<file path="src/rtl/asp_pkg.sv">
// Constants, encodings and state layout of the asynchronous serial port.
// Assumes one 250 MHz clock that also serves as the serial reference clock.
package asp_pkg;
   localparam logic [7:0] OFF_DATA = 8'h00;
   localparam logic [7:0] OFF_DIVH = 8'h04;
   localparam logic [7:0] OFF_IIR  = 8'h08;
   localparam logic [7:0] OFF_LCR  = 8'h0c;
   localparam logic [7:0] OFF_MCR  = 8'h10;
   localparam logic [7:0] OFF_LSR  = 8'h14;
   localparam logic [7:0] OFF_MSR  = 8'h18;
   localparam logic [7:0] OFF_USR  = 8'h7c;
   localparam int LCR_DIVISOR_ACCESS_BIT = 7;
   localparam int LCR_BRK  = 6;
   localparam int LCR_EPS  = 4;
   localparam int LCR_PEN  = 3;
   localparam int LCR_STOP = 2;
   localparam int MCR_INFRARED_MODE_ENABLE = 6;
   localparam int MCR_AFCE = 5;
   localparam int MCR_RTS  = 1;
   localparam int IER_RDA  = 0;
   localparam int IER_THR  = 1;
   localparam int IER_LS   = 2;
   localparam int IER_MS   = 3;
   localparam logic [3:0] IID_MS   = 4'h0;
   localparam logic [3:0] IID_NONE = 4'h1;
   localparam logic [3:0] IID_THR  = 4'h2;
   localparam logic [3:0] IID_RDA  = 4'h4;
   localparam logic [3:0] IID_LS   = 4'h6;
   localparam logic [3:0] IID_BUSY = 4'h7;
   localparam logic [3:0] IID_CTO  = 4'hc;
   localparam logic [1:0] FIFO_ON  = 2'h3;
   localparam logic [1:0] FIFO_OFF = 2'h0;
   localparam logic [3:0] FIFO_FULL   = 4'h8;
   localparam logic [3:0] DEPTH_ONE   = 4'h1;
   localparam logic [3:0] RT_ONE      = 4'h1;
   localparam logic [3:0] RT_QUARTER  = 4'h2;
   localparam logic [3:0] RT_HALF     = 4'h4;
   localparam logic [3:0] RT_NEAR     = 4'h6;
   localparam logic [3:0] TET_EMPTY   = 4'h0;
   localparam logic [3:0] TET_TWO     = 4'h2;
   localparam logic [3:0] TET_QUARTER = 4'h2;
   localparam logic [3:0] TET_HALF    = 4'h4;
   localparam logic [5:0] BIT_END    = 6'h0f;
   localparam logic [5:0] MID_TICK   = 6'h07;
   localparam logic [5:0] STOP15_END = 6'h17;
   localparam logic [5:0] STOP2_END  = 6'h1f;
   localparam logic [5:0] IR_PULSE   = 6'h03;
   localparam int TOUT_CHARS     = 4;
   localparam int TOUT_CHAR_BITS = 10;
   localparam logic [9:0] TOUT_TICKS = 10'(TOUT_CHARS * TOUT_CHAR_BITS * 16);
   localparam logic [7:0] REG_RST = 8'h00;

   typedef enum logic [4:0] {
      TX_IDLE  = 5'h01,
      TX_START = 5'h02,
      TX_DATA  = 5'h04,
      TX_PAR   = 5'h08,
      TX_STOP  = 5'h10
   } asp_txst_t;

   typedef enum logic [4:0] {
      RX_IDLE  = 5'h01,
      RX_START = 5'h02,
      RX_DATA  = 5'h04,
      RX_PAR   = 5'h08,
      RX_STOP  = 5'h10
   } asp_rxst_t;

   typedef struct packed {
      logic [7:0]      dll;
      logic [7:0]      divisor_high_byte;
      logic [3:0]      interrupt_enable;
      logic [7:0]      line_control;
      logic [6:0]      modem_control;
      logic            fen;
      logic [1:0]      rt;
      logic [1:0]      tx_empty_threshold;
      logic            dma_signal_mode;
      logic [15:0]     baud_cnt;
      logic [2:0]      rsy;
      logic [2:0]      csy;
      logic            rxf;
      logic            rxp;
      logic            ctsf;
      asp_txst_t       tst;
      logic [5:0]      tsub;
      logic [2:0]      tbit;
      logic [7:0]      tsh;
      logic            tpar;
      logic [7:0][7:0] txm;
      logic [2:0]      twp;
      logic [2:0]      trp;
      logic [3:0]      tcnt;
      asp_rxst_t       rst_s;
      logic [5:0]      rsub;
      logic [2:0]      rbit;
      logic [7:0]      rsh;
      logic            rperr;
      logic [7:0][7:0] rxm;
      logic [2:0]      rwp;
      logic [2:0]      rrp;
      logic [3:0]      rcnt;
      logic            oe;
      logic            pe;
      logic            fe;
      logic            bi;
      logic            dcts;
      logic            thre_ack;
      logic            bdet;
      logic [9:0]      tout;
      logic            line;
      logic            ir;
      logic            rts_n;
      logic            irq;
      logic            dma_tx;
      logic            dma_rx;
      logic [31:0]     rdata;
   } asp_state_t;
endpackage

</file>
<file path="src/rtl/asp_top.sv">
// Asynchronous serial port: register bank, baud generator, transmitter, receiver, FIFOs.
// Assumes a simple strobe register port on clk and serial pins from outside the clock domain.
`timescale 1ns/1ps
`default_nettype none
module asp_top #(
   parameter bit LEGACY_16550 = 1'b0,
   parameter bit HAS_IR       = 1'b1
) (
   input  wire logic        clk,
   input  wire logic        rst,
   input  wire logic [7:0]  addr,
   input  wire logic [31:0] wdata,
   input  wire logic        wr_en,
   input  wire logic        rd_en,
   output var  logic [31:0] rd_data,
   input  wire logic        serial_in,
   input  wire logic        cts_n,
   output var  logic        serial_out,
   output var  logic        rts_n,
   output var  logic        ir_out,
   output var  logic        irq,
   output var  logic        dma_tx_req,
   output var  logic        dma_rx_req
);
   asp_pkg::asp_state_t s_r;
   asp_pkg::asp_state_t s_nxt;
   logic [15:0] div;
   logic        busy;
   logic        dacc;
   logic [2:0]  nb_end;
   logic [3:0]  cap;
   logic [3:0]  trig;
   logic [3:0]  tlvl;
   logic        tick;
   logic [5:0]  stop_end;
   logic        thre_cond;
   logic        tout_hit;
   logic [3:0]  pending_interrupt_code;
   logic        rx_push;
   logic        rx_pop;
   logic        tx_push;
   logic        tx_pop;
   logic        rx_clr;
   logic        tx_clr;
   logic [7:0]  tx_char;
   logic [31:0] rval;

   function automatic logic [7:0] char_mask(input logic [1:0] data_length_select);
      case (data_length_select)
         2'h0:    char_mask = 8'h1f;
         2'h1:    char_mask = 8'h3f;
         2'h2:    char_mask = 8'h7f;
         default: char_mask = 8'hff;
      endcase
   endfunction

   function automatic logic par_bit(input logic [7:0] d, input logic even);
      par_bit = ^d ^ ~even;
   endfunction

   function automatic logic [3:0] rx_trig(input logic [1:0] rt);
      case (rt)
         2'h0:    rx_trig = asp_pkg::RT_ONE;
         2'h1:    rx_trig = asp_pkg::RT_QUARTER;
         2'h2:    rx_trig = asp_pkg::RT_HALF;
         default: rx_trig = asp_pkg::RT_NEAR;
      endcase
   endfunction

   function automatic logic [3:0] tx_level(input logic [1:0] tx_empty_threshold);
      case (tx_empty_threshold)
         2'h0:    tx_level = asp_pkg::TET_EMPTY;
         2'h1:    tx_level = asp_pkg::TET_TWO;
         2'h2:    tx_level = asp_pkg::TET_QUARTER;
         default: tx_level = asp_pkg::TET_HALF;
      endcase
   endfunction

   function automatic logic [5:0] inc6(input logic [5:0] v);
      inc6 = v + 6'h01;
   endfunction

   always_comb begin
      s_nxt   = s_r;
      div     = {s_r.divisor_high_byte, s_r.dll};
      busy    = (s_r.tst != asp_pkg::TX_IDLE) || (s_r.rst_s != asp_pkg::RX_IDLE)
                || (s_r.tcnt != 4'h0) || (s_r.rcnt != 4'h0);
      dacc    = s_r.line_control[asp_pkg::LCR_DIVISOR_ACCESS_BIT] && (LEGACY_16550 || !busy);
      nb_end  = 3'h4 + {1'b0, s_r.line_control[1:0]};
      cap     = s_r.fen ? asp_pkg::FIFO_FULL : asp_pkg::DEPTH_ONE;
      trig    = rx_trig(s_r.rt);
      tlvl    = tx_level(s_r.tx_empty_threshold);
      tick    = (div != 16'h0) && (s_r.baud_cnt >= div - 16'h0001);
      stop_end = !s_r.line_control[asp_pkg::LCR_STOP] ? asp_pkg::BIT_END :
                 (s_r.line_control[1:0] == 2'h0) ? asp_pkg::STOP15_END : asp_pkg::STOP2_END;
      thre_cond = s_r.fen ? (s_r.tcnt <= tlvl) : (s_r.tcnt == 4'h0);
      tout_hit  = s_r.fen && (s_r.tout == asp_pkg::TOUT_TICKS);
      rx_push = 1'b0;
      rx_pop  = 1'b0;
      tx_push = 1'b0;
      tx_pop  = 1'b0;
      rx_clr  = 1'b0;
      tx_clr  = 1'b0;
      tx_char = s_r.txm[s_r.trp] & char_mask(s_r.line_control[1:0]);
      rval    = 32'h0;

      // Priority encoder for the pending source
      if (s_r.interrupt_enable[asp_pkg::IER_LS] && (s_r.oe || s_r.pe || s_r.fe || s_r.bi)) begin
         pending_interrupt_code = asp_pkg::IID_LS;
      end else if (s_r.interrupt_enable[asp_pkg::IER_RDA]
                   && (s_r.fen ? (s_r.rcnt >= trig) : (s_r.rcnt != 4'h0))) begin
         pending_interrupt_code = asp_pkg::IID_RDA;
      end else if (s_r.interrupt_enable[asp_pkg::IER_RDA] && tout_hit) begin
         pending_interrupt_code = asp_pkg::IID_CTO;
      end else if (s_r.interrupt_enable[asp_pkg::IER_THR] && thre_cond && !s_r.thre_ack) begin
         pending_interrupt_code = asp_pkg::IID_THR;
      end else if (s_r.interrupt_enable[asp_pkg::IER_MS] && s_r.dcts) begin
         pending_interrupt_code = asp_pkg::IID_MS;
      end else if (s_r.bdet) begin
         pending_interrupt_code = asp_pkg::IID_BUSY;
      end else begin
         pending_interrupt_code = asp_pkg::IID_NONE;
      end

      s_nxt.baud_cnt = (tick || div == 16'h0) ? 16'h0 : s_r.baud_cnt + 16'h0001;

      // Pin synchronisers; a level is taken once the last two stages agree
      s_nxt.rsy = {s_r.rsy[1:0], serial_in};
      s_nxt.csy = {s_r.csy[1:0], cts_n};
      if (s_r.rsy[1] == s_r.rsy[2]) begin
         s_nxt.rxf = s_r.rsy[2];
      end
      if (s_r.csy[1] == s_r.csy[2]) begin
         s_nxt.ctsf = s_r.csy[2];
      end
      s_nxt.rxp = s_r.rxf;

      // Sticky flags: clears first so a same-cycle event wins
      if (!s_r.tst[0] || s_r.tcnt != 4'h0 || !thre_cond) begin
         s_nxt.thre_ack = s_r.thre_ack && thre_cond;
      end

      if (wr_en) begin
         case (addr)
            asp_pkg::OFF_DATA: begin
               if (dacc) begin
                  s_nxt.dll = wdata[7:0];
               end else if (!s_r.line_control[asp_pkg::LCR_DIVISOR_ACCESS_BIT] && s_r.tcnt < cap) begin
                  tx_push = 1'b1;
                  s_nxt.thre_ack = 1'b0;
               end
            end
            asp_pkg::OFF_DIVH: begin
               if (dacc) begin
                  s_nxt.divisor_high_byte = wdata[7:0];
               end else if (!s_r.line_control[asp_pkg::LCR_DIVISOR_ACCESS_BIT]) begin
                  s_nxt.interrupt_enable = wdata[3:0];
               end
            end
            asp_pkg::OFF_IIR: begin
               s_nxt.fen  = wdata[0];
               s_nxt.rt   = wdata[7:6];
               s_nxt.tx_empty_threshold  = wdata[5:4];
               s_nxt.dma_signal_mode = wdata[3];
               rx_clr = wdata[1] || (wdata[0] != s_r.fen);
               tx_clr = wdata[2] || (wdata[0] != s_r.fen);
            end
            asp_pkg::OFF_LCR: begin
               s_nxt.line_control[asp_pkg::LCR_BRK] = wdata[asp_pkg::LCR_BRK];
               if (LEGACY_16550 || !busy) begin
                  s_nxt.line_control = {wdata[7:6], 1'b0, wdata[4:0]};
               end else begin
                  s_nxt.bdet = 1'b1;
               end
            end
            asp_pkg::OFF_MCR: begin
               s_nxt.modem_control = {wdata[6] && HAS_IR, wdata[5:0]};
            end
            default: begin
            end
         endcase
      end

      if (rd_en) begin
         case (addr)
            asp_pkg::OFF_DATA: begin
               if (dacc) begin
                  rval = {24'h0, s_r.dll};
               end else if (!s_r.line_control[asp_pkg::LCR_DIVISOR_ACCESS_BIT]) begin
                  rval = {24'h0, s_r.rxm[s_r.rrp]};
                  rx_pop = (s_r.rcnt != 4'h0);
               end
            end
            asp_pkg::OFF_DIVH: begin
               if (dacc) begin
                  rval = {24'h0, s_r.divisor_high_byte};
               end else if (!s_r.line_control[asp_pkg::LCR_DIVISOR_ACCESS_BIT]) begin
                  rval = {28'h0, s_r.interrupt_enable};
               end
            end
            asp_pkg::OFF_IIR: begin
               rval = {24'h0, (s_r.fen ? asp_pkg::FIFO_ON : asp_pkg::FIFO_OFF), 2'h0, pending_interrupt_code};
               if (pending_interrupt_code == asp_pkg::IID_THR) begin
                  s_nxt.thre_ack = 1'b1;
               end
            end
            asp_pkg::OFF_LCR: rval = {24'h0, s_r.line_control};
            asp_pkg::OFF_MCR: rval = {25'h0, s_r.modem_control};
            asp_pkg::OFF_LSR: begin
               rval = {24'h0, s_r.fen && (s_r.pe || s_r.fe || s_r.bi),
                       (s_r.tcnt == 4'h0) && (s_r.tst == asp_pkg::TX_IDLE),
                       s_r.tcnt == 4'h0, s_r.bi, s_r.fe, s_r.pe, s_r.oe,
                       s_r.rcnt != 4'h0};
               s_nxt.oe = 1'b0;
               s_nxt.pe = 1'b0;
               s_nxt.fe = 1'b0;
               s_nxt.bi = 1'b0;
            end
            asp_pkg::OFF_MSR: begin
               rval = {27'h0, !s_r.ctsf, 3'h0, s_r.dcts};
               s_nxt.dcts = 1'b0;
            end
            asp_pkg::OFF_USR: begin
               rval = {27'h0, s_r.rcnt == cap, s_r.rcnt != 4'h0, s_r.tcnt == 4'h0,
                       s_r.tcnt != cap, busy};
               s_nxt.bdet = 1'b0;
            end
            default: rval = 32'h0;
         endcase
      end
      s_nxt.rdata = rval;

      if (s_r.ctsf != s_nxt.ctsf) begin
         s_nxt.dcts = 1'b1;
      end

      // Transmitter
      case (s_r.tst)
         asp_pkg::TX_IDLE: begin
            if (s_r.tcnt != 4'h0 && !(s_r.modem_control[asp_pkg::MCR_AFCE] && s_r.ctsf)) begin
               tx_pop = 1'b1;
               s_nxt.tsh = tx_char;
               s_nxt.tpar = par_bit(tx_char, s_r.line_control[asp_pkg::LCR_EPS]);
               s_nxt.tsub = 6'h0;
               s_nxt.tst = asp_pkg::TX_START;
            end
         end
         asp_pkg::TX_START: begin
            if (tick) begin
               s_nxt.tsub = inc6(s_r.tsub);
               if (s_r.tsub == asp_pkg::BIT_END) begin
                  s_nxt.tsub = 6'h0;
                  s_nxt.tbit = 3'h0;
                  s_nxt.tst = asp_pkg::TX_DATA;
               end
            end
         end
         asp_pkg::TX_DATA: begin
            if (tick) begin
               s_nxt.tsub = inc6(s_r.tsub);
               if (s_r.tsub == asp_pkg::BIT_END) begin
                  s_nxt.tsub = 6'h0;
                  s_nxt.tsh = {1'b0, s_r.tsh[7:1]};
                  s_nxt.tbit = s_r.tbit + 3'h1;
                  if (s_r.tbit == nb_end) begin
                     s_nxt.tst = s_r.line_control[asp_pkg::LCR_PEN] ? asp_pkg::TX_PAR : asp_pkg::TX_STOP;
                  end
               end
            end
         end
         asp_pkg::TX_PAR: begin
            if (tick) begin
               s_nxt.tsub = inc6(s_r.tsub);
               if (s_r.tsub == asp_pkg::BIT_END) begin
                  s_nxt.tsub = 6'h0;
                  s_nxt.tst = asp_pkg::TX_STOP;
               end
            end
         end
         asp_pkg::TX_STOP: begin
            if (tick) begin
               s_nxt.tsub = inc6(s_r.tsub);
               if (s_r.tsub == stop_end) begin
                  s_nxt.tst = asp_pkg::TX_IDLE;
               end
            end
         end
         default: s_nxt.tst = asp_pkg::TX_IDLE;
      endcase

      // Receiver
      case (s_r.rst_s)
         asp_pkg::RX_IDLE: begin
            if (s_r.rxp && !s_r.rxf) begin
               s_nxt.rsub = 6'h0;
               s_nxt.rst_s = asp_pkg::RX_START;
            end
         end
         asp_pkg::RX_START: begin
            if (tick) begin
               s_nxt.rsub = inc6(s_r.rsub);
               if (s_r.rsub == asp_pkg::MID_TICK) begin
                  s_nxt.rsub = 6'h0;
                  s_nxt.rbit = 3'h0;
                  s_nxt.rsh = 8'h0;
                  s_nxt.rperr = 1'b0;
                  s_nxt.rst_s = s_r.rxf ? asp_pkg::RX_IDLE : asp_pkg::RX_DATA;
               end
            end
         end
         asp_pkg::RX_DATA: begin
            if (tick) begin
               s_nxt.rsub = inc6(s_r.rsub);
               if (s_r.rsub == asp_pkg::BIT_END) begin
                  s_nxt.rsub = 6'h0;
                  s_nxt.rsh[s_r.rbit] = s_r.rxf;
                  s_nxt.rbit = s_r.rbit + 3'h1;
                  if (s_r.rbit == nb_end) begin
                     s_nxt.rst_s = s_r.line_control[asp_pkg::LCR_PEN] ? asp_pkg::RX_PAR : asp_pkg::RX_STOP;
                  end
               end
            end
         end
         asp_pkg::RX_PAR: begin
            if (tick) begin
               s_nxt.rsub = inc6(s_r.rsub);
               if (s_r.rsub == asp_pkg::BIT_END) begin
                  s_nxt.rsub = 6'h0;
                  s_nxt.rperr = s_r.rxf != par_bit(s_r.rsh, s_r.line_control[asp_pkg::LCR_EPS]);
                  s_nxt.rst_s = asp_pkg::RX_STOP;
               end
            end
         end
         asp_pkg::RX_STOP: begin
            if (tick) begin
               s_nxt.rsub = inc6(s_r.rsub);
               if (s_r.rsub == asp_pkg::BIT_END) begin
                  rx_push = 1'b1;
                  s_nxt.pe = s_r.rperr || s_nxt.pe;
                  s_nxt.fe = !s_r.rxf || s_nxt.fe;
                  s_nxt.bi = (!s_r.rxf && s_r.rsh == 8'h0) || s_nxt.bi;
                  s_nxt.rst_s = asp_pkg::RX_IDLE;
               end
            end
         end
         default: s_nxt.rst_s = asp_pkg::RX_IDLE;
      endcase

      // Character timeout counter in 16x ticks
      if (s_r.rcnt == 4'h0 || rx_pop || s_r.rst_s != asp_pkg::RX_IDLE) begin
         s_nxt.tout = 10'h0;
      end else if (tick && !tout_hit) begin
         s_nxt.tout = s_r.tout + 10'h001;
      end

      // FIFO pointer update; a full receiver drops or overwrites and flags overrun
      if (tx_clr) begin
         s_nxt.twp = 3'h0;
         s_nxt.trp = 3'h0;
         s_nxt.tcnt = 4'h0;
      end else begin
         if (tx_push) begin
            s_nxt.txm[s_r.twp] = wdata[7:0];
            s_nxt.twp = s_r.fen ? s_r.twp + 3'h1 : s_r.twp;
         end
         if (tx_pop) begin
            s_nxt.trp = s_r.fen ? s_r.trp + 3'h1 : s_r.trp;
         end
         s_nxt.tcnt = s_r.tcnt + {3'h0, tx_push} - {3'h0, tx_pop};
      end
      if (rx_clr) begin
         s_nxt.rwp = 3'h0;
         s_nxt.rrp = 3'h0;
         s_nxt.rcnt = 4'h0;
      end else begin
         if (rx_push && s_r.rcnt == cap) begin
            s_nxt.oe = 1'b1;
            if (!s_r.fen) begin
               s_nxt.rxm[s_r.rrp] = s_r.rsh & char_mask(s_r.line_control[1:0]);
            end
            rx_push = 1'b0;
         end
         if (rx_push) begin
            s_nxt.rxm[s_r.rwp] = s_r.rsh & char_mask(s_r.line_control[1:0]);
            s_nxt.rwp = s_r.fen ? s_r.rwp + 3'h1 : s_r.rwp;
         end
         if (rx_pop) begin
            s_nxt.rrp = s_r.fen ? s_r.rrp + 3'h1 : s_r.rrp;
         end
         s_nxt.rcnt = s_r.rcnt + {3'h0, rx_push} - {3'h0, rx_pop};
      end

      // Registered pin drivers
      case (s_nxt.tst)
         asp_pkg::TX_START: s_nxt.line = 1'b0;
         asp_pkg::TX_DATA:  s_nxt.line = s_nxt.tsh[0];
         asp_pkg::TX_PAR:   s_nxt.line = s_nxt.tpar;
         default:           s_nxt.line = 1'b1;
      endcase
      s_nxt.ir = s_nxt.modem_control[asp_pkg::MCR_INFRARED_MODE_ENABLE] && !s_nxt.line && (s_nxt.tsub < asp_pkg::IR_PULSE);
      if (s_nxt.line_control[asp_pkg::LCR_BRK]) begin
         s_nxt.line = 1'b0;
         s_nxt.ir = 1'b0;
      end
      s_nxt.rts_n = !(s_r.modem_control[asp_pkg::MCR_RTS]
                      && !(s_r.modem_control[asp_pkg::MCR_AFCE] && s_r.fen && s_r.rcnt >= trig));
      s_nxt.irq = (pending_interrupt_code != asp_pkg::IID_NONE);
      s_nxt.dma_rx = s_r.dma_signal_mode ? ((s_r.rcnt >= trig) || tout_hit) : (s_r.rcnt != 4'h0);
      s_nxt.dma_tx = s_r.dma_signal_mode ? thre_cond : (s_r.tcnt == 4'h0);
   end

   always_ff @(posedge clk) begin
      if (rst) begin
         s_r       <= '0;
         s_r.line_control   <= asp_pkg::REG_RST;
         s_r.rsy   <= 3'h7;
         s_r.csy   <= 3'h7;
         s_r.rxf   <= 1'b1;
         s_r.rxp   <= 1'b1;
         s_r.ctsf  <= 1'b1;
         s_r.tst   <= asp_pkg::TX_IDLE;
         s_r.rst_s <= asp_pkg::RX_IDLE;
         s_r.line  <= 1'b1;
         s_r.rts_n <= 1'b1;
         s_r.dma_tx <= 1'b1;
      end else begin
         s_r <= s_nxt;
      end
   end

   assign rd_data    = s_r.rdata;
   assign serial_out = s_r.line;
   assign rts_n      = s_r.rts_n;
   assign ir_out     = s_r.ir;
   assign irq        = s_r.irq;
   assign dma_tx_req = s_r.dma_tx;
   assign dma_rx_req = s_r.dma_rx;
endmodule
`default_nettype wire

</file>
<file path="config.mk">
export PLATFORM = sky130hd
export DESIGN_NAME = asp_top
export DESIGN_NICKNAME = d
export VERILOG_FILES = /design/src/rtl/asp_pkg.sv /design/src/rtl/asp_top.sv
export SDC_FILE = /design/constraint.sdc
export NUM_CORES = 1
export LEC_CHECK = 0
export BUFFER_PORTS_ARGS = -buffer_cell sky130_fd_sc_hd__clkbuf_2
export CAP_MARGIN = 30
export CELL_PAD_IN_SITES_DETAIL_PLACEMENT = 0
export CELL_PAD_IN_SITES_GLOBAL_PLACEMENT = 1
export CORE_MARGIN = 2
export CORE_UTILIZATION = 51
export DETAILED_ROUTE_END_ITERATION = 8
export HOLD_SLACK_MARGIN = 0.1
export PLACE_DENSITY = 0.93
export SKIP_CTS_REPAIR_TIMING = 1
export SYNTH_ARGS = -nofsm -noshare
export SYNTH_HDL_FRONTEND = slang
export SYNTH_SLANG_ARGS = --single-unit
</file>
<file path="constraint.sdc">
create_clock -name clk -period 9.4 [get_ports clk]
set_input_delay 0.47 -clock clk [delete_from_list [all_inputs] [get_ports clk]]
set_output_delay 0.47 -clock clk [all_outputs]
set_load 0.05 [all_outputs]
</file>
==> results.sh, run 1 <==
export IMPL_die_h_um=174
export IMPL_design_area_sq_um=16000
export IMPL_core_rowCount=62
export IMPL_yosys_area_share_simple_pct=22.6
export IMPL_cts_num_sinks=290
export IMPL_wirelength_mm=37.3
export IMPL_grt_first_pass_wirelength_mm=60.2
export IMPL_synthMostInstantiatedCell="dfxtp_1"
export IMPL_synth_async_reset_ratio_pct=0
export IMPL_slew_headroom_pct=21.5
export IMPL_synth_warnings=0
export IMPL_avgSynthCellArea_sq_um=8.60
export IMPL_setup_viol=0
export IMPL_rr_endpoint="s_r[57]"
export IMPL_grt_pass1_vias=11500
export IMPL_clkPwrFrac_pct=40.9
export IMPL_synth_area_mux_share_pct=11.9
export IMPL_r2r_slack_ns=3.57
export IMPL_synth_seq_cells=290
export IMPL_combinationalPowerShare_pct=14.6
export IMPL_synthCells=1714
export IMPL_finalWeightedCongestion=0.908
export IMPL_crit_top_cell="ha_1"
export IMPL_critPathKind="flip-flop to flip-flop"
export IMPL_synth_cell_types=88
export IMPL_diodes=0
export IMPL_pwr_density_cell_nw_per_um2=181
export IMPL_p_seq_share_pct=44.5
export IMPL_cts_tree="done"
export IMPL_cts_made_buffers=31
export IMPL_slowest_stage="nor3_1"
export IMPL_synth_top_area_share_pct=39.4
export IMPL_grt_usage_pct=24.4
export IMPL_swShare_pct=27.5
export IMPL_gr_total_overflow=0
export IMPL_drv_slew=0
export IMPL_clock_latency_ns=0.56
export IMPL_post_route_period_util_pct=62.1
export IMPL_min_to="s_nxt[256]"
export IMPL_fin_ws_ns=3.57
export IMPL_synth_area_leaders="dfxtp_1, mux2i_1, nand2_1"
export IMPL_drc=0
export IMPL_hold_violations=0
export IMPL_area_growth_pct=8.54
export IMPL_drive_gt1_share_pct=10.3
export IMPL_reg2reg_depth=20
export IMPL_cts_buffer_depth=3
export IMPL_hpwlAfterDp_mm=25.9
export IMPL_placed_area_sq_um=15000
export IMPL_ir_drop_mv=0.165
export IMPL_finalNetCount=1796
export IMPL_synth_top_family_by_area="simple AND/OR/NAND/NOR gates"
export IMPL_core_area_sq_um=28500
export IMPL_worstPathRequired_ns=9.83
export IMPL_worst_slew_pin_slew_ns=1.18
export IMPL_synthTopCellsByCount="dfxtp_1, nand2_1, nor2_1"
export IMPL_max_cap_violations=0
export IMPL_postRouteAntennaNets=0
export IMPL_clk_pin_slew_worst_paths_ns=0.06
export IMPL_htreeDepth=1
export IMPL_holdWs_ns=0.0961
export IMPL_pre_cts_slack_ns=3.66
export IMPL_yosysTopAreaCell="dfxtp_1"
export IMPL_cp_start_kind="flip-flop"
export IMPL_viasPerCell=5.83
export IMPL_vias=12200
export IMPL_grt_max_degree=93
export IMPL_synthXorXnorAreaFrac_pct=3.92
export IMPL_first_pass_iters=5
export IMPL_antenna_found_initial=0
export IMPL_fin_worst_skew_ns=0.0182
export IMPL_synth_compound_area_share_pct=12.1
export IMPL_drt_iter0_markers=1059
export IMPL_tns_ns=0
export IMPL_yosysSeqAreaShare_pct=39.4
export IMPL_max_stage_delay_ns=0.65
export IMPL_port_buffers=35
export IMPL_min_path_cells=2
export IMPL_power_total_mw=2.89
export IMPL_rsz0062_at_grt="false"
export IMPL_worstPathCellList="nor4_1 -> nor4b_1 -> nand2b_1 -> or3_2 -> xor2_1 -> ha_1 -> nand4_1 -> nor3_1 -> or4b_1 -> and4b_1 -> buf_4 -> nor3_1 -> nand2_1 -> ha_1 -> inv_1 -> ha_1 -> inv_1 -> fa_1 -> xor2_1 -> nor2_1"
export IMPL_die_x_um=174
export IMPL_outcome="finished, final reports clean"
export IMPL_finalCriticalPeriod_ns=5.83
export IMPL_reg2reg_from="div[2]"
export IMPL_root_buffer="clkbuf_16"
export IMPL_leakagePower_nw=6.07
export IMPL_syn_area_sq_um=14700
export IMPL_p_switching_mw=0.796
export IMPL_synth_edf_count=0
export IMPL_crit_path_max_fanout=18
export IMPL_initial_core_util_pct=51.6
export IMPL_ios=84
export IMPL_synth_ff_type="dfxtp_1"
export IMPL_hp_start="serial_in"
export IMPL_fmax_ghz=0.171
export IMPL_internal_power_mw=2.09
export IMPL_cp_arrival_ns=6.26
export IMPL_wl_per_cell_um=17.8
export IMPL_holdCritPathClass="input pin to flip-flop"
export IMPL_crit_path_end_kind="flip-flop"
export IMPL_die_area_sq_um=30300
export IMPL_yosys_area_share_adder_pct=4.52
==> power by group through the flow <==
stage | clock network, mW | logic (mW) | registers, mW
floorplan | 0 | 0.329 | 1.31
global placement | 0 | 0.410 | 1.31
detailed placement | 0 | 0.417 | 1.31
CTS | 1.20 | 0.419 | 1.29
global route | 1.25 | 0.474 | 1.29
finish | 1.18 | 0.421 | 1.29
==> worst max path at each step <==
stage | from | to | depth (start not counted)
finish | div[2] | s_r[57] | 20
global route | div[2] | s_r[57] | 20
CTS | div[2] | s_r[57] | 20
detailed placement | div[2] | s_r[57] | 20
global placement | div[2] | s_r[57] | 20
floorplan | div[2] | s_r[57] | 21
==> cell type report <==
class	instances	area (sq um)
well taps	384	480
flip-flops and latches	290	5810
clock inverters	9	101
multi-input cells	1273	8200
fillers	2608	12600
clock buffers	43	881
inverters	44	165
repair buffers	58	354
==> metrics by stage <==
| step | util (%) | instances |
|---|---|---|
| 6_report | 56.0 | 2101 |
| 5_1_grt | 56.0 | 2101 |
| 4_1_cts | 56.0 | 2100 |
| 3_5_place_dp | 52.5 | 2048 |
| 3_3_place_gp | 52.5 | 2047 |
| 2_1_floorplan | - | 1737 |
==> cells by family after synthesis <==
| logic type | count (synthesis) |
|---|---|
| other | 1 |
| AO/OA/AOI/OAI | 297 |
| AND/OR/NAND/NOR | 693 |
| buffers and inverters | 174 |
| adder cells (fa/ha/maj) | 52 |
| multiplexers | 141 |
| XOR/XNOR | 66 |
| flip-flops | 290 |
==> registers in the layout (all words and copies together), names as in the netlist, 5 cells and up <==
| name | cells |
|---|---|
| s_r | 255 |
| s_nxt | 5 |
| div | 16 |
| rd_data | 8 |
==> routing by layer <==
| metal | up-vias | track usage (%) | share of wire, % |
|---|---|---|---|
| met5 | - | 0 | 0 |
| met4 | 0 | 9.31 | 3.9 |
| met3 | 101 | 3.61 | 7.1 |
| met2 | 409 | 39.0 | 45 |
| met1 | 5797 | 33.6 | 44 |
| li1 | 5937 | - | - |
==> placed cells by master (no fill, tap or decap), drive strengths merged, types with 5 or more instances in the layout <==
| cell type | Yosys | final |
|---|---|---|
| mux2 | 9 | 9 |
| a21o | 5 | 5 |
| ha | 50 | 50 |
| nand4b | 5 | 5 |
| conb | 1 | 24 |
| xnor2 | 34 | 34 |
| nand4 | 19 | 19 |
| clkbuf | 76 | 77 |
| a31oi | 9 | 9 |
| a22oi | 9 | 9 |
| nor3b | 10 | 10 |
| a32oi | 6 | 6 |
| a211o | 5 | 5 |
| clkinv | 1 | 6 |
| dfxtp | 290 | 290 |
| nor4 | 14 | 14 |
| a211oi | 6 | 6 |
| buf | 54 | 23 |
| mux4 | 26 | 26 |
| a221oi | 8 | 8 |
| a222oi | 5 | 5 |
| o211ai | 5 | 5 |
| inv | 43 | 44 |
| nor2b | 19 | 19 |
| nor2 | 194 | 194 |
| a21oi | 136 | 136 |
| nand2 | 212 | 212 |
| nor4b | 5 | 5 |
| or2 | 9 | 9 |
| o21ai | 66 | 66 |
| and2 | 10 | 10 |
| nand2b | 14 | 14 |
| o21a | 5 | 5 |
| xor2 | 32 | 32 |
| nor3 | 24 | 24 |
| nand3 | 110 | 110 |
| o22ai | 9 | 9 |
| and3 | 17 | 17 |
| or3 | 14 | 14 |
| mux2i | 106 | 106 |
==> worst max-delay path: cells and delay by family, from the launching register on <==
family / cells / cell delay, ns
and+or+nand+nor: 11 / 3.55
buffers and inverters: 3 / 0.33
DFF: 1 / 0.36
xor gates and xnor gates: 2 / 0.31
adders and majority gates: 4 / 1.15
Power figures use the tool's default switching activity.
==> run 2, diff against run 1 <==
- CORE_UTILIZATION: 51 -> 42
- PLACE_DENSITY: 0.93 -> 0.83
- clock period: 9.4 -> 4.7 ns (I/O delays scaled with it)
==> results.sh, run 2 (synthesis gave the netlist of run 1 again) <==
export IMPL_outcome="finished, final reports clean"
export IMPL_post_route_period_util_pct=94.8
export IMPL_cp_arrival_ns=4.87
export IMPL_die_area_sq_um=36600
export IMPL_ir_drop_mv=0.293
export IMPL_core_area_sq_um=34500
export IMPL_drv_slew=0
export IMPL_wl_met1_mm=17.4
export IMPL_pre_cts_slack_ns=0.0748
export IMPL_ios=84
export IMPL_max_stage_delay_ns=0.54
export IMPL_grt_usage_pct=21.3
export IMPL_combinationalPowerShare_pct=14.2
export IMPL_cp_start_kind="flip-flop"
export IMPL_layout_commonest_cell="dfxtp_1"
export IMPL_top_layer="met5"
export IMPL_vias=12200
export IMPL_path_buf_inv=2
export IMPL_fin_worst_skew_ns=0.0106
export IMPL_crit_family="simple AND/OR/NAND/NOR gates"
export IMPL_viasPerCell=5.57
export IMPL_max_cap_violations=0
export IMPL_holdCritPathClass="input pin to flip-flop"
export IMPL_finalCriticalPeriod_ns=4.46
export IMPL_initial_core_util_pct=42.7
export IMPL_reg2reg_depth=17
export IMPL_grt_pass1_vias=11400
export IMPL_cts_tree="done"
export IMPL_die_x_um=191
export IMPL_cts_buffer_depth=3
export IMPL_power_total_mw=6.05
export IMPL_regMostFlops="s_r"
export IMPL_core_rowCount=68
export IMPL_most_common_layout_cells="dfxtp_1, nand2_1, nor2_1"
export IMPL_rr_endpoint="s_r[56]"
export IMPL_die_h_um=191
export IMPL_pwr_density_cell_nw_per_um2=368
export IMPL_swShare_pct=27.2
export IMPL_slew_headroom_pct=33.3
export IMPL_hp_start="wdata[7]"
export IMPL_p_seq_share_pct=42.5
export IMPL_slowest_stage="or4_4"
export IMPL_n_fill_cell=3362
export IMPL_drt_iter0_markers=876
export IMPL_area_growth_pct=11.7
export IMPL_drc=0
export IMPL_drive_gt1_share_pct=12.2
export IMPL_clock_latency_ns=0.56
export IMPL_root_buffer="clkbuf_16"
export IMPL_tns_ns=0
export IMPL_wl_per_cell_um=17.8
export IMPL_postRouteAntennaNets=0
export IMPL_cts_made_buffers=31
export IMPL_met2_length_mm=18.6
export IMPL_grt_max_degree=133
export IMPL_grt_first_pass_wirelength_mm=62.1
export IMPL_finalNetCount=1820
export IMPL_crit_path_max_fanout=6
export IMPL_worstPathCellList="or4_4 -> or3_4 -> nor3_2 -> xnor2_1 -> ha_1 -> nand4_1 -> nor3_2 -> or4b_4 -> and4b_2 -> nor3_4 -> nand2_1 -> ha_1 -> inv_1 -> ha_1 -> inv_1 -> fa_2 -> nor2_1"
export IMPL_antenna_found_initial=2
export IMPL_htreeDepth=1
export IMPL_cts_num_sinks=290
export IMPL_r2r_slack_ns=0.24
export IMPL_finalWeightedCongestion=0.909
export IMPL_p_switching_mw=1.64
export IMPL_hold_violations=0
export IMPL_min_path_cells=3
export IMPL_route_met3_wl_mm=2.18
export IMPL_gr_total_overflow=0
export IMPL_wirelength_mm=39.3
export IMPL_internal_power_mw=4.41
export IMPL_worst_slew_pin_slew_ns=1.00
export IMPL_rsz0062_at_grt="false"
export IMPL_clk_pin_slew_worst_paths_ns=0.06
export IMPL_crit_path_end_kind="flip-flop"
export IMPL_crit_top_cell="ha_1"
export IMPL_fin_ws_ns=0.245
export IMPL_clkPwrFrac_pct=43.3
export IMPL_fmax_ghz=0.224
export IMPL_critPathKind="flip-flop to flip-flop"
export IMPL_worstPathRequired_ns=5.12
export IMPL_min_to="s_r[217]"
export IMPL_setup_viol=0
export IMPL_port_buffers=35
export IMPL_leakagePower_nw=6.30
export IMPL_hpwlAfterDp_mm=27.0
export IMPL_largest_reg_flops=255
export IMPL_first_pass_iters=8
export IMPL_reg2reg_from="div[9]"
run 2: power by group through the flow:
stage	sequential [mW]	clock, mW	combinational, mW
floorplan	2.62	0	0.659
detailed placement	2.62	0	0.855
global route	2.58	2.76	0.973
CTS	2.57	2.67	0.858
global placement	2.62	0	0.839
finish	2.57	2.62	0.859
run 2: worst min-delay path, delay by kind of cell:
family                 cells  cell delay, ns
AO/OA/AOI/OAI              1            0.06
AND/OR/NAND/NOR            1            0.11
buffers and inverters      1            0.23
run 2: stage by stage:
stage                     util (%)  cells  hold WS, ns  cell area, sq um
after CTS                     47.4   2194       -0.161             16400
after global placement        44.2   2137        0.398             15300
final                         47.6   2201        0.132             16500
after global routing          47.6   2200        0.142             16500
after floorplan                  -   1737        0.332             14900
after detailed placement      44.2   2138        0.397             15300
run 2: cell type report:
type                    instances  area, sq um  share of cell area [%]
multi-input cells            1273         8280                    50.3
well taps                     455          569                    3.46
diodes                          1         2.50                  0.0152
clock inverters                16          238                    1.44
inverters                      44          165                    1.00
clock buffers                  40          860                    5.22
flip-flops and latches        290         5810                    35.3
repair buffers                 82          543                    3.30
run 2: worst max path at each step:
stage               depth (start not counted)  endpoint  slack (ns)   start
global route                               19   s_r[57]        0.05  div[2]
floorplan                                  21   s_r[57]        0.01  div[5]
global placement                           19   s_r[57]        0.13  div[5]
CTS                                        16  s_r[125]        0.04  div[5]
finish                                     17   s_r[56]        0.24  div[9]
detailed placement                         16  s_r[125]        0.07  div[5]
run 2: per-layer routing:
metal  global-route usage (%)  up-vias
met2                     35.4      337
met4                     6.45        2
li1                         -     5989
met5                        0        -
met1                     28.6     5847
met3                     2.79       74
